File: src/rtl/dfd_pkg.sv
package dfd_pkg;

  // instruction word layout
  localparam int WORD_W     = 24;
  localparam int OPC_W      = 8;
  localparam int OPND_W     = 16;
  localparam int OPC_MSB    = 23;
  localparam int OPC_LSB    = 16;
  localparam int OPND_MSB   = 15;

  // opcode class select bits
  localparam int CLS_MSB    = 7;
  localparam int CLS_LSB    = 5;
  localparam logic [2:0] CLS_CTRL_LO = 3'h0;
  localparam logic [2:0] CLS_LIT_MOV = 3'h1;
  localparam logic [2:0] CLS_LIT_ALU = 3'h2;
  localparam logic [2:0] CLS_WORKING_ZERO_ALIAS    = 3'h3;
  localparam logic [2:0] CLS_FREG    = 3'h4;
  localparam logic [2:0] CLS_BIT     = 3'h5;
  localparam logic [2:0] CLS_DSP     = 3'h6;
  localparam logic [2:0] CLS_CTRL_HI = 3'h7;

  // special opcodes
  localparam logic [7:0] OPC_NOP      = 8'h00;
  localparam logic [7:0] OPC_TWO_A    = 8'h02;
  localparam logic [7:0] OPC_TWO_B    = 8'h04;
  localparam logic [7:0] OPC_TWO_C    = 8'h07;
  localparam logic [7:0] OPC_DW_MOVE  = 8'h7E;

  // address modifier codes
  localparam logic [1:0] MOD_DIRECT   = 2'h0;

  // field positions inside the opcode and operand
  localparam int BYTE_BIT    = 0;
  localparam int FILE_BIT    = 1;
  localparam int BASE_LSB    = 12;
  localparam int DEST_LSB    = 8;
  localparam int DMOD_LSB    = 6;
  localparam int SRC_LSB     = 2;
  localparam int SMOD_LSB    = 0;
  localparam int FADDR_W     = 13;
  localparam int FDEST_BIT   = 13;
  localparam int BIT_IND_BIT = 11;
  localparam int BIT_FILE    = 10;
  localparam int BFADDR_W    = 10;
  localparam int ACC_BIT     = 15;
  localparam int PAIR_LSB    = 12;
  localparam int XOP_LSB     = 10;
  localparam int XDST_LSB    = 8;
  localparam int YOP_LSB     = 6;
  localparam int YDST_LSB    = 4;
  localparam int AWB_LSB     = 2;

  typedef enum logic [4:0] {
    GRP_WORD = 5'b00001,
    GRP_BIT  = 5'b00010,
    GRP_LIT  = 5'b00100,
    GRP_DSP  = 5'b01000,
    GRP_CTRL = 5'b10000
  } dfd_group_e;

  typedef enum logic [4:0] {
    ST_FIRST  = 5'b00001,
    ST_SECOND = 5'b00010,
    ST_SKIP   = 5'b00100,
    ST_SKIP2  = 5'b01000,
    ST_HOLD   = 5'b10000
  } dfd_state_e;

  typedef struct packed {
    dfd_group_e         group;
    logic [7:0]         opcode;
    logic [15:0]        operand;
    logic               is_two_word;
    logic               is_nop;
    logic               is_dword_move;
    logic               file_form;
    logic               lit_alu;
    logic               byte_op;
    logic [3:0]         base_source_reg;
    logic [3:0]         second_source_reg;
    logic [1:0]         src_mode;
    logic [3:0]         result_dest_reg;
    logic [1:0]         dest_mode;
    logic               dest_explicit;
    logic [12:0]        file_addr;
    logic               dest_to_file;
    logic               target_is_file;
    logic [3:0]         bit_pos;
    logic               bit_indirect;
    logic [15:0]        literal;
    logic               acc_b;
    logic [2:0]         mac_pair;
    logic [1:0]         x_op;
    logic [1:0]         x_dest;
    logic [1:0]         y_op;
    logic [1:0]         y_dest;
    logic [1:0]         awb;
    logic [15:0]        ext_word;
  } dfd_dec_s;

endpackage : dfd_pkg

File: src/rtl/dfd_field_extract.sv
`timescale 1ns/1ps
module dfd_field_extract (
  input  wire logic [23:0]     first_word,
  input  wire logic [23:0]     second_word,
  output dfd_pkg::dfd_dec_s    dec
);

  logic [7:0]  opc;
  logic [15:0] opn;
  logic [2:0]  cls;

  assign opc = first_word[dfd_pkg::OPC_MSB:dfd_pkg::OPC_LSB];
  assign opn = first_word[dfd_pkg::OPND_MSB:0];
  assign cls = opc[dfd_pkg::CLS_MSB:dfd_pkg::CLS_LSB];

  always_comb begin
    dec = '0;
    dec.opcode        = opc;
    dec.operand       = opn;
    dec.is_two_word   = (opc == dfd_pkg::OPC_TWO_A) || (opc == dfd_pkg::OPC_TWO_B) ||
                        (opc == dfd_pkg::OPC_TWO_C);
    dec.ext_word      = dec.is_two_word ? second_word[dfd_pkg::OPND_MSB:0] : 16'h0000;
    dec.is_nop        = (opc == dfd_pkg::OPC_NOP);
    dec.is_dword_move = (opc == dfd_pkg::OPC_DW_MOVE);
    dec.byte_op       = opc[dfd_pkg::BYTE_BIT];
    case (cls)
      dfd_pkg::CLS_WORKING_ZERO_ALIAS, dfd_pkg::CLS_FREG: dec.group = dfd_pkg::GRP_WORD;
      dfd_pkg::CLS_BIT: dec.group = dfd_pkg::GRP_BIT;
      dfd_pkg::CLS_LIT_MOV, dfd_pkg::CLS_LIT_ALU: dec.group = dfd_pkg::GRP_LIT;
      dfd_pkg::CLS_DSP: dec.group = dfd_pkg::GRP_DSP;
      default: dec.group = dfd_pkg::GRP_CTRL;
    endcase
    case (cls)
      dfd_pkg::CLS_WORKING_ZERO_ALIAS: begin
        dec.base_source_reg   = opn[dfd_pkg::BASE_LSB +: 4];
        dec.second_source_reg = opn[dfd_pkg::SRC_LSB +: 4];
        dec.src_mode          = opn[dfd_pkg::SMOD_LSB +: 2];
        dec.result_dest_reg   = opn[dfd_pkg::DEST_LSB +: 4];
        dec.dest_mode         = opn[dfd_pkg::DMOD_LSB +: 2];
        dec.dest_explicit     = 1'b1;
      end
      dfd_pkg::CLS_FREG: begin
        dec.file_form    = 1'b1;
        dec.file_addr    = opn[dfd_pkg::FADDR_W-1:0];
        dec.dest_to_file = opn[dfd_pkg::FDEST_BIT];
      end
      dfd_pkg::CLS_BIT: begin
        dec.bit_indirect      = opn[dfd_pkg::BIT_IND_BIT];
        dec.target_is_file    = opn[dfd_pkg::BIT_FILE];
        dec.bit_pos           = opn[dfd_pkg::BASE_LSB +: 4];
        dec.base_source_reg   = opn[dfd_pkg::BASE_LSB +: 4];
        dec.file_addr         = {3'b000, opn[dfd_pkg::BFADDR_W-1:0]};
        dec.second_source_reg = opn[dfd_pkg::SRC_LSB +: 4];
        dec.src_mode          = opn[dfd_pkg::SMOD_LSB +: 2];
      end
      dfd_pkg::CLS_LIT_MOV: begin
        dec.target_is_file = opc[dfd_pkg::FILE_BIT];
        if (opc[dfd_pkg::FILE_BIT]) begin
          dec.literal   = {8'h00, opn[15:8]};
          dec.file_addr = {5'b00000, opn[7:0]};
        end else begin
          dec.literal         = {4'h0, opn[15:4]};
          dec.result_dest_reg = opn[3:0];
        end
      end
      dfd_pkg::CLS_LIT_ALU: begin
        dec.lit_alu         = 1'b1;
        dec.base_source_reg = opn[dfd_pkg::BASE_LSB +: 4];
        dec.literal         = {10'h000, opn[11:6]};
        dec.dest_explicit   = (opn[5:2] != opn[dfd_pkg::BASE_LSB +: 4]) ||
                              (opn[1:0] != dfd_pkg::MOD_DIRECT);
        dec.result_dest_reg = dec.dest_explicit ? opn[5:2] : opn[dfd_pkg::BASE_LSB +: 4];
        dec.dest_mode       = dec.dest_explicit ? opn[1:0] : dfd_pkg::MOD_DIRECT;
      end
      dfd_pkg::CLS_DSP: begin
        dec.acc_b    = opn[dfd_pkg::ACC_BIT];
        dec.mac_pair = opn[dfd_pkg::PAIR_LSB +: 3];
        dec.x_op     = opn[dfd_pkg::XOP_LSB +: 2];
        dec.x_dest   = opn[dfd_pkg::XDST_LSB +: 2];
        dec.y_op     = opn[dfd_pkg::YOP_LSB +: 2];
        dec.y_dest   = opn[dfd_pkg::YDST_LSB +: 2];
        dec.awb      = opn[dfd_pkg::AWB_LSB +: 2];
      end
      default: dec.literal = opn;
    endcase
  end

endmodule : dfd_field_extract

File: src/rtl/dfd_decoder.sv
// Overview of operation
// - each single-word instruction is 24 bits: an 8-bit opcode and the rest operand fields.
// - three opcodes span two words, and the second word is fetched before issue.
// - every opcode falls in one of five groups: word/byte, bit, literal, dsp, control.
// - working-register word ops yield base source, moded second source and moded destination.
// - file-register word ops yield a file address and a select of file or working_zero_alias.
// - bit ops take a register or file target and a bit from a literal or a base register.
// - literal moves yield a literal and a register or file target.
// - literal arithmetic uses a base source and a literal, with a destination only if different.
// - mac ops yield accumulator select, register pair, x/y prefetch ops and targets, write-back.
// - a word whose upper eight bits are zero, run alone, acts as a nop.
// - a true condition or a program counter change adds one nop cycle.
// - a taken skip costs two or three cycles by skipped length; double-word moves take two.
`timescale 1ns/1ps
module dfd_decoder (
  input  wire logic                core_clk,
  input  wire logic                sys_rst,
  input  wire logic                fetch_valid,
  input  wire logic [23:0]         fetch_word,
  output logic                     fetch_ready,
  input  wire logic                exec_pc_change,
  input  wire logic                exec_skip,
  output logic                     issue_valid,
  output logic                     issue_nop,
  output dfd_pkg::dfd_dec_s        issue
);

  dfd_pkg::dfd_state_e state_reg;
  dfd_pkg::dfd_state_e state_next;
  logic [23:0]         first_reg;
  logic [23:0]         ext_src;
  logic [23:0]         dec_first;
  dfd_pkg::dfd_dec_s   dec;
  logic                take;
  logic                word_two;
  logic                pc_now;
  logic                skip_now;

  ////////////////////////////////////////////////////////////////////////////
  // control terms

  assign word_two = (fetch_word[dfd_pkg::OPC_MSB:dfd_pkg::OPC_LSB] == dfd_pkg::OPC_TWO_A) ||
                    (fetch_word[dfd_pkg::OPC_MSB:dfd_pkg::OPC_LSB] == dfd_pkg::OPC_TWO_B) ||
                    (fetch_word[dfd_pkg::OPC_MSB:dfd_pkg::OPC_LSB] == dfd_pkg::OPC_TWO_C);

  assign pc_now   = (state_reg == dfd_pkg::ST_FIRST) && issue_valid && exec_pc_change;
  assign skip_now = (state_reg == dfd_pkg::ST_SKIP) ||
                    ((state_reg == dfd_pkg::ST_FIRST) && issue_valid && exec_skip && !exec_pc_change);

  assign fetch_ready = !pc_now && (state_reg != dfd_pkg::ST_HOLD);
  assign take        = fetch_valid && fetch_ready;

  assign dec_first = (state_reg == dfd_pkg::ST_SECOND) ? first_reg : fetch_word;
  assign ext_src   = (state_reg == dfd_pkg::ST_SECOND) ? fetch_word : 24'h00_0000;

  dfd_field_extract u_extract (
    .first_word  (dec_first),
    .second_word (ext_src),
    .dec         (dec)
  );

  ////////////////////////////////////////////////////////////////////////////
  // sequencing

  always_comb begin
    state_next = state_reg;
    case (state_reg)
      dfd_pkg::ST_FIRST: begin
        if (pc_now) begin
          state_next = dfd_pkg::ST_FIRST;
        end else if (skip_now) begin
          if (!fetch_valid) begin
            state_next = dfd_pkg::ST_SKIP;
          end else if (word_two) begin
            state_next = dfd_pkg::ST_SKIP2;
          end
        end else if (take && word_two) begin
          state_next = dfd_pkg::ST_SECOND;
        end else if (take && dec.is_dword_move) begin
          state_next = dfd_pkg::ST_HOLD;
        end
      end
      dfd_pkg::ST_SECOND: begin
        if (fetch_valid) begin
          state_next = dfd_pkg::ST_FIRST;
        end
      end
      dfd_pkg::ST_SKIP: begin
        if (fetch_valid) begin
          state_next = word_two ? dfd_pkg::ST_SKIP2 : dfd_pkg::ST_FIRST;
        end
      end
      dfd_pkg::ST_SKIP2: begin
        if (fetch_valid) begin
          state_next = dfd_pkg::ST_FIRST;
        end
      end
      dfd_pkg::ST_HOLD: state_next = dfd_pkg::ST_FIRST;
      default: state_next = dfd_pkg::ST_FIRST;
    endcase
  end

  always_ff @(posedge core_clk) begin
    if (sys_rst) begin
      state_reg <= dfd_pkg::ST_FIRST;
    end else begin
      state_reg <= state_next;
    end
  end

  always_ff @(posedge core_clk) begin
    if (sys_rst) begin
      first_reg <= 24'h00_0000;
    end else if (take && (state_reg == dfd_pkg::ST_FIRST) && word_two && !skip_now) begin
      first_reg <= fetch_word;
    end
  end

  ////////////////////////////////////////////////////////////////////////////
  // issue outputs

  always_ff @(posedge core_clk) begin
    if (sys_rst) begin
      issue_valid <= 1'b0;
      issue_nop   <= 1'b0;
    end else begin
      issue_valid <= 1'b0;
      issue_nop   <= 1'b0;
      case (state_reg)
        dfd_pkg::ST_FIRST: begin
          if (pc_now) begin
            issue_nop <= 1'b1;
          end else if (skip_now) begin
            issue_nop <= fetch_valid;
          end else if (take && !word_two) begin
            issue_valid <= 1'b1;
          end
        end
        dfd_pkg::ST_SECOND: issue_valid <= fetch_valid;
        dfd_pkg::ST_SKIP, dfd_pkg::ST_SKIP2: issue_nop <= fetch_valid;
        dfd_pkg::ST_HOLD: issue_nop <= 1'b1;
        default: issue_nop <= 1'b0;
      endcase
    end
  end

  always_ff @(posedge core_clk) begin
    if (sys_rst) begin
      issue <= '0;
    end else if ((state_reg == dfd_pkg::ST_SECOND) && fetch_valid) begin
      issue <= dec;
    end else if ((state_reg == dfd_pkg::ST_FIRST) && take && !skip_now && !word_two) begin
      issue <= dec;
    end
  end
endmodule : dfd_decoder

File: config.mk
export PLATFORM = sky130hd
export DESIGN_NAME = dfd_decoder
export DESIGN_NICKNAME = d
export VERILOG_FILES = /design/src/rtl/dfd_pkg.sv /design/src/rtl/dfd_field_extract.sv /design/src/rtl/dfd_decoder.sv
export SDC_FILE = /design/constraint.sdc
export NUM_CORES = 1
export LEC_CHECK = 0
export ABC_CLOCK_PERIOD_IN_PS = 2540
export BUFFER_PORTS_ARGS = -buffer_cell sky130_fd_sc_hd__clkbuf_2
export CORE_MARGIN = 10
export CORE_UTILIZATION = 25
export CTS_CLUSTER_DIAMETER = 60
export DETAILED_ROUTE_END_ITERATION = 8
export MAX_ROUTING_LAYER = met4
export PLACE_DENSITY = 0.42
export SETUP_SLACK_MARGIN = 0.2
export SLEW_MARGIN = 20
export SYNTH_ARGS = -nofsm -noshare
export SYNTH_HDL_FRONTEND = slang
export SYNTH_SLANG_ARGS = --single-unit
File: constraint.sdc
create_clock -name core_clk -period 2.54 [get_ports core_clk]
set_input_delay 0.254 -clock core_clk [delete_from_list [all_inputs] [get_ports core_clk]]
set_output_delay 0.254 -clock core_clk [all_outputs]
set_load 0.02 [all_outputs]
Word level (Yosys, flattened, before mapping)
Cells that the tools add are included.
{"block": "classes", "n_reduce_logical": 36, "n_eq_ne": 24, "muxes": 40}
{"operator": "2-to-1 mux 118 bit", "count": 2}
{"operator": "case mux 16 bit (3 select lines)", "count": 1}
{"operator": "2-to-1 mux 5 bit", "count": 9}
{"operator": "case mux 13 bit (3 select lines)", "count": 1}
{"operator": "== test 8 x 3 -> 1 bit, second input constant", "count": 4}
{"operator": "2-to-1 mux 16 bit", "count": 2}
{"operator": "2-to-1 mux 24 bit", "count": 1}
{"operator": "case mux 5 bit (4 select lines)", "count": 1}
{"operator": "== test 8 x 2 -> 1 bit, second input constant", "count": 2}
{"operator": "2-to-1 mux 4 bit", "count": 4}
{"operator": "logical AND 1 bit", "count": 15}
{"operator": "inequality test 5 bit, second input constant", "count": 3}
{"operator": "case mux 5 bit (3 select lines)", "count": 1}
{"operator": "2-to-1 mux 14 bit", "count": 1}
{"operator": "2-to-1 mux 12 bit", "count": 1}
{"operator": "case mux 4 bit (3 select lines)", "count": 1}
{"operator": "OR reduction 2 bit", "count": 5}
{"operator": "== test 3 bit, second input constant", "count": 3}
{"operator": "== test 8 x 7 -> 1 bit, second input constant", "count": 1}
{"operator": "zero test 8 bit", "count": 1}
{"operator": "2-to-1 mux 1 bit", "count": 8}
{"operator": "2-to-1 mux 8 bit", "count": 1}
{"operator": "== test 3 x 2 -> 1 bit, second input constant", "count": 2}
{"operator": "logical OR 1 bit", "count": 6}
{"operator": "other kinds (19)", "count": 24}
{"block": "totals", "wordCells": 133, "regBits": 149}

Longest topological paths before layout
{"block": "logic_depth", "word_depth": 12, "depth_mapped": 8}

Hierarchy
Synthesis repeated with hierarchy kept, for this count alone.
{"block": "hier_totals", "cells_unflattened": 985, "hier_area_um2": 7397.1}
{"mod": "dfd_decoder", "n_inst": 1, "area_each_um2": 6027.0, "cells_each": 778}
{"mod": "dfd_field_extract", "n_inst": 1, "area_each_um2": 1370.1, "cells_each": 207}

Worst setup path after synthesis
No wires, ideal clock.
{"block": "synth_timing", "kind": "flip-flop to flip-flop", "from": "register state_reg[4]", "to": "register first_reg[17]", "arrival_time_ns": 2.009, "stages_incl_launch_ff": 7, "synth_period_minus_slack_ns": 2.136, "path_slack_ns": 0.404, "required_ns": 2.412, "n_path_buf": 1, "path_cell_list": "dfxtp_1 -> and4b_1 -> o21ai_1 -> nand4_1 -> clkbuf_1 -> mux2i_1 -> nor2_1"}
{"block": "synth_via", "elab_chain_cells": 9}
{"element": "from (decl)", "line_no": "dfd_decoder.sv:28", "text": "dfd_pkg::dfd_state_e state_reg;"}
{"element": "from (signal assigned)", "line_no": "dfd_decoder.sv:105", "text": "state_reg <= dfd_pkg::ST_FIRST;"}
{"element": "from (signal assigned)", "line_no": "dfd_decoder.sv:107", "text": "state_reg <= state_next;"}
{"element": "== test 5 x 1 -> 1 bit", "line_no": "dfd_decoder.sv:46", "text": "assign pc_now = (state_reg == dfd_pkg::ST_FIRST) && issue_valid && exec_pc_change;"}
{"element": "logical AND 1 bit (2 in a row)", "line_no": "dfd_decoder.sv:46"}
{"element": "zero test 1 bit", "line_no": "dfd_decoder.sv:50", "text": "assign fetch_ready = !pc_now && (state_reg != dfd_pkg::ST_HOLD);"}
{"element": "logical AND 1 bit (*)", "line_no": "dfd_decoder.sv:50"}
{"element": "via fetch_ready", "line_no": "dfd_decoder.sv:20", "text": "output logic fetch_ready,"}
{"element": "logical AND 1 bit (*)", "line_no": "dfd_decoder.sv:51", "text": "assign take = fetch_valid && fetch_ready;"}
{"element": "logical AND 1 bit (*) (3 in a row)", "line_no": "dfd_decoder.sv:114", "text": "end else if (take && (state_reg == dfd_pkg::ST_FIRST) && word_two && !skip_now) begin"}
{"element": "to (signal assigned)", "line_no": "dfd_decoder.sv:115", "text": "first_reg <= fetch_word;"}
{"element": "to (decl)", "line_no": "dfd_decoder.sv:30", "text": "logic [23:0] first_reg;"}
Mark *: on every way through the listed nets, which the timed path passes. The rest lies on a longest branch.
A chain may end at the register's enable or synchronous reset.

Worst setup path in the final report
{"block": "layout_timing", "from": "register state_reg[3]", "to": "register issue[32] (netlist bit)"}
{"block": "layout_via", "elab_chain_cells": 10}
{"element": "branches (longest 10 deep; another with 2-to-1 mux 118 bit)"}
{"element": "to (signal assigned)", "line_no": "dfd_decoder.sv:149", "text": "issue <= '0;"}
{"element": "to (signal assigned)", "line_no": "dfd_decoder.sv:151", "text": "issue <= dec;"}
{"element": "to (signal assigned)", "line_no": "dfd_decoder.sv:153", "text": "issue <= dec;"}
{"element": "to (decl)", "line_no": "dfd_decoder.sv:25", "text": "output dfd_pkg::dfd_dec_s issue"}
Several ways; the timed one is not identified. The select of a mux whose other input is x is not followed.

==> metrics.cfg <==
[logic_synthesis]
syn-instance-count = 788
ys_ff_latch = 148
synth_ff_type = dfxtp_1
synth.area.top_cells = dfxtp_1 41%, mux2i_1 5.9%, nor2_1 3.6%
yosysTopAreaCellShare = 0.413
synth_fp_nets = 817
synth.largest_area_cell = dfxtp_1
syn_area_per_cell_sq_um = 9.11
yosysMostFrequentCell = dfxtp_1
seq_area_frac_synth = 0.413
syn-cell-area_sq_um = 7180
synth_top_family_by_area = compound AO/OA/AOI/OAI gates
yosysWarnings = 0
synth_xor_xnor_area_share = 0.0134
synth_fa_ha_area_frac = 0
muxShareOfSynthArea = 0.0845
async_reset_ff_frac = 0
synth_compound_area_frac = 0.238
synthDistinctLibCells = 79
synth_commonest_cells = 148 x dfxtp_1, 68 x nor2_1, 65 x nand2_1
synth-edff-count = 0
synthSimpleGateAreaFrac = 0.192

[placement]
dpl_cell_area_sq_um = 8570
place_inst = 1305
hpwl_microns = 20700
numPortBuffers = 149
routabilityCongestion = 0.889

[cts]
cts_buffer_depth = 2
cts_root_buf = clkbuf_16
cts_buffers = 17
h-tree-depth = 4
clk-insertion-delay-late_ns = 0.45
clk_pin_slew_ns = 0.07
cts_tree = built
cts.sinks = 148

[setup_path]
crit_type = flop to flop
worstReg2RegStart = state_reg[3]
slowest_delay_ns = 0.58
cp-end-kind = flop
setup.worst_path.start = state_reg[3]
cpMostUsedCell = or4_4
worst-endpoint-required_ns = 2.93
cp-start-kind = flop
critPathSlowestCell = or4_4
cp.arrival_ns = 2.67
crit_chain = or4_4 -> buf_12 -> or4_4 -> o31a_1 -> o22ai_1 -> a31o_2
path_max_fanout = 10

[global_route]
grt_antenna_before_repair = 0
grt_pass1_wl_microns = 44500
grt_max_degree = 47
grt_use_total = 0.165
grt_pass1_vias = 6815
grt-ovfl-total = 0

[layout]
largest_reg_flops = 117
stdcell_area_sq_um = 9380
drive_above_1_share = 0.314
final_util = 0.334
syn_to_final_growth_pct = 30.6
nets = 987
layoutNonFillerInstCount = 1349
diodes = 0

[run]
maxCapViolCount = 0

[outcome]
status = completed

[timing]
post-route-period-util = 0.901
setup_tns_ns = 0
maxSlewHeadroom = 0.611
fmax_mhz = 437
fin_crit_ns = 2.29
setup-violations-final = 0
clock_skew_ns = 0.0199
rsz0062_at_grt = false
slew_violations = 0
hold_viol = 0
worst_pin_slew_ns = 0.579

[floorplan]
die-area_sq_um = 35900
die_width_microns = 189
die_h_microns = 189
pin_count = 150
start_util = 0.256
rows = 61
core_region_area_sq_um = 28100

[routing]
wl_per_cell_microns = 21.8
highest-signal-layer = met4
via_count = 6823
wl_met1_microns = 14100
first_pass_iters = 6
drt_iter0_drc = 533
ant_nets = 0
routed_wl_microns = 29400
routed-wl-met3_microns = 1370
route.detailed.drc = 0
vias_per_cell = 5.06
wl_met2_microns = 13500

[pwr]
p_per_area_nw_per_um2 = 666
ir_drop_uv = 330
power.leakage_nw = 4.06

[worst_hold_path]
min_from = fetch_word[3]
min_path_type = input pin to flop

## cells by family after synthesis
logic type,count (synthesis)
AO/OA/AOI/OAI,222
XOR/XNOR,11
buffers and inverters,88
flip-flops,148
multiplexers,57
AND/OR/NAND/NOR,262
## per-layer routing
layer | GRT usage | vias up
li1 | - | 3293
met1 | 0.217 | 3299
met2 | 0.253 | 205
met3 | 0.0338 | 26
met4 | 0.0421 | 0
met5 | - | -
## power by group
group	switching (mW)	leakage, nW	total [mW]	internal (mW)
Sequential	0.0695	1.21	2.49	2.42
Combinational	0.647	2.56	0.992	0.345
Clock	1.23	0.304	2.76	1.53
Total	1.95	4.06	6.25	4.29
## critical path: cells and delay by family (launching register included)
kind,cells,cell delay [ns]
buf+inv,1,0.18
flops,1,0.37
simple gates,2,1.00
compound gates,3,0.68
## final cells by class
cell class / count / area [sq um]
Tap cell: 378 / 473
Multi-Input combinational cell: 553 / 3860
Inverter: 18 / 67.6
Sequential cell: 148 / 2970
Timing Repair Buffer: 220 / 1380
Clock buffer: 18 / 439
Fill cell: 3042 / 18700
Clock inverter: 14 / 186
## metrics by stage
| stage | hold slack, ns | worst slack, ns | total power [mW] |
|---|---|---|---|
| final | 0.0812 | 0.253 | 6.25 |
| after global routing | 0.0776 | 0.200 | 6.52 |
| after CTS | 0.0765 | 0.165 | 6.32 |
| after floorplan | 0.380 | 0.404 | 3.09 |
| after global placement | 0.440 | 0.0820 | 3.50 |
| after detailed placement | 0.446 | 0.111 | 3.50 |
## cell usage in the layout (no fill, tap or decap), drive strengths merged, types with 7 or more instances in the layout
cell type / instances
clkbuf: 167
dfxtp: 148
buf: 71
nor2: 70
nand2: 66
a21oi: 45
mux2i: 44
inv: 26
nor3: 24
a22o: 23
a211oi: 23
nand3: 21
o21ai: 20
and3: 17
o2bb2ai: 17
nand4: 17
mux2: 13
a311oi: 11
a221oi: 9
a31o: 9
o2111ai: 8
o221ai: 8
xnor2: 8
o211ai: 8
or3: 8
nand3b: 7
nor3b: 7
a21o: 7
## repair_timing
item	CTS	global route
endpoints found under the hold margin	0	0
setup endpoints to repair	45	75
gates resized for setup	4	10
pin swaps	3	2
cloned	1	0
setup buffers	6	5
hold buffers	0	0
## final timing paths
path / slack (ns) / endpoint / depth (start not counted)
worst max-delay path: 0.25 / issue[32] / 6
worst min-delay path: 0.08 / issue[3] / 2
worst max register to register: 0.25 / issue[32] / 6
worst min register to register: 0.45 / issue[79] / 2
(Power assumes the default switching activity.)
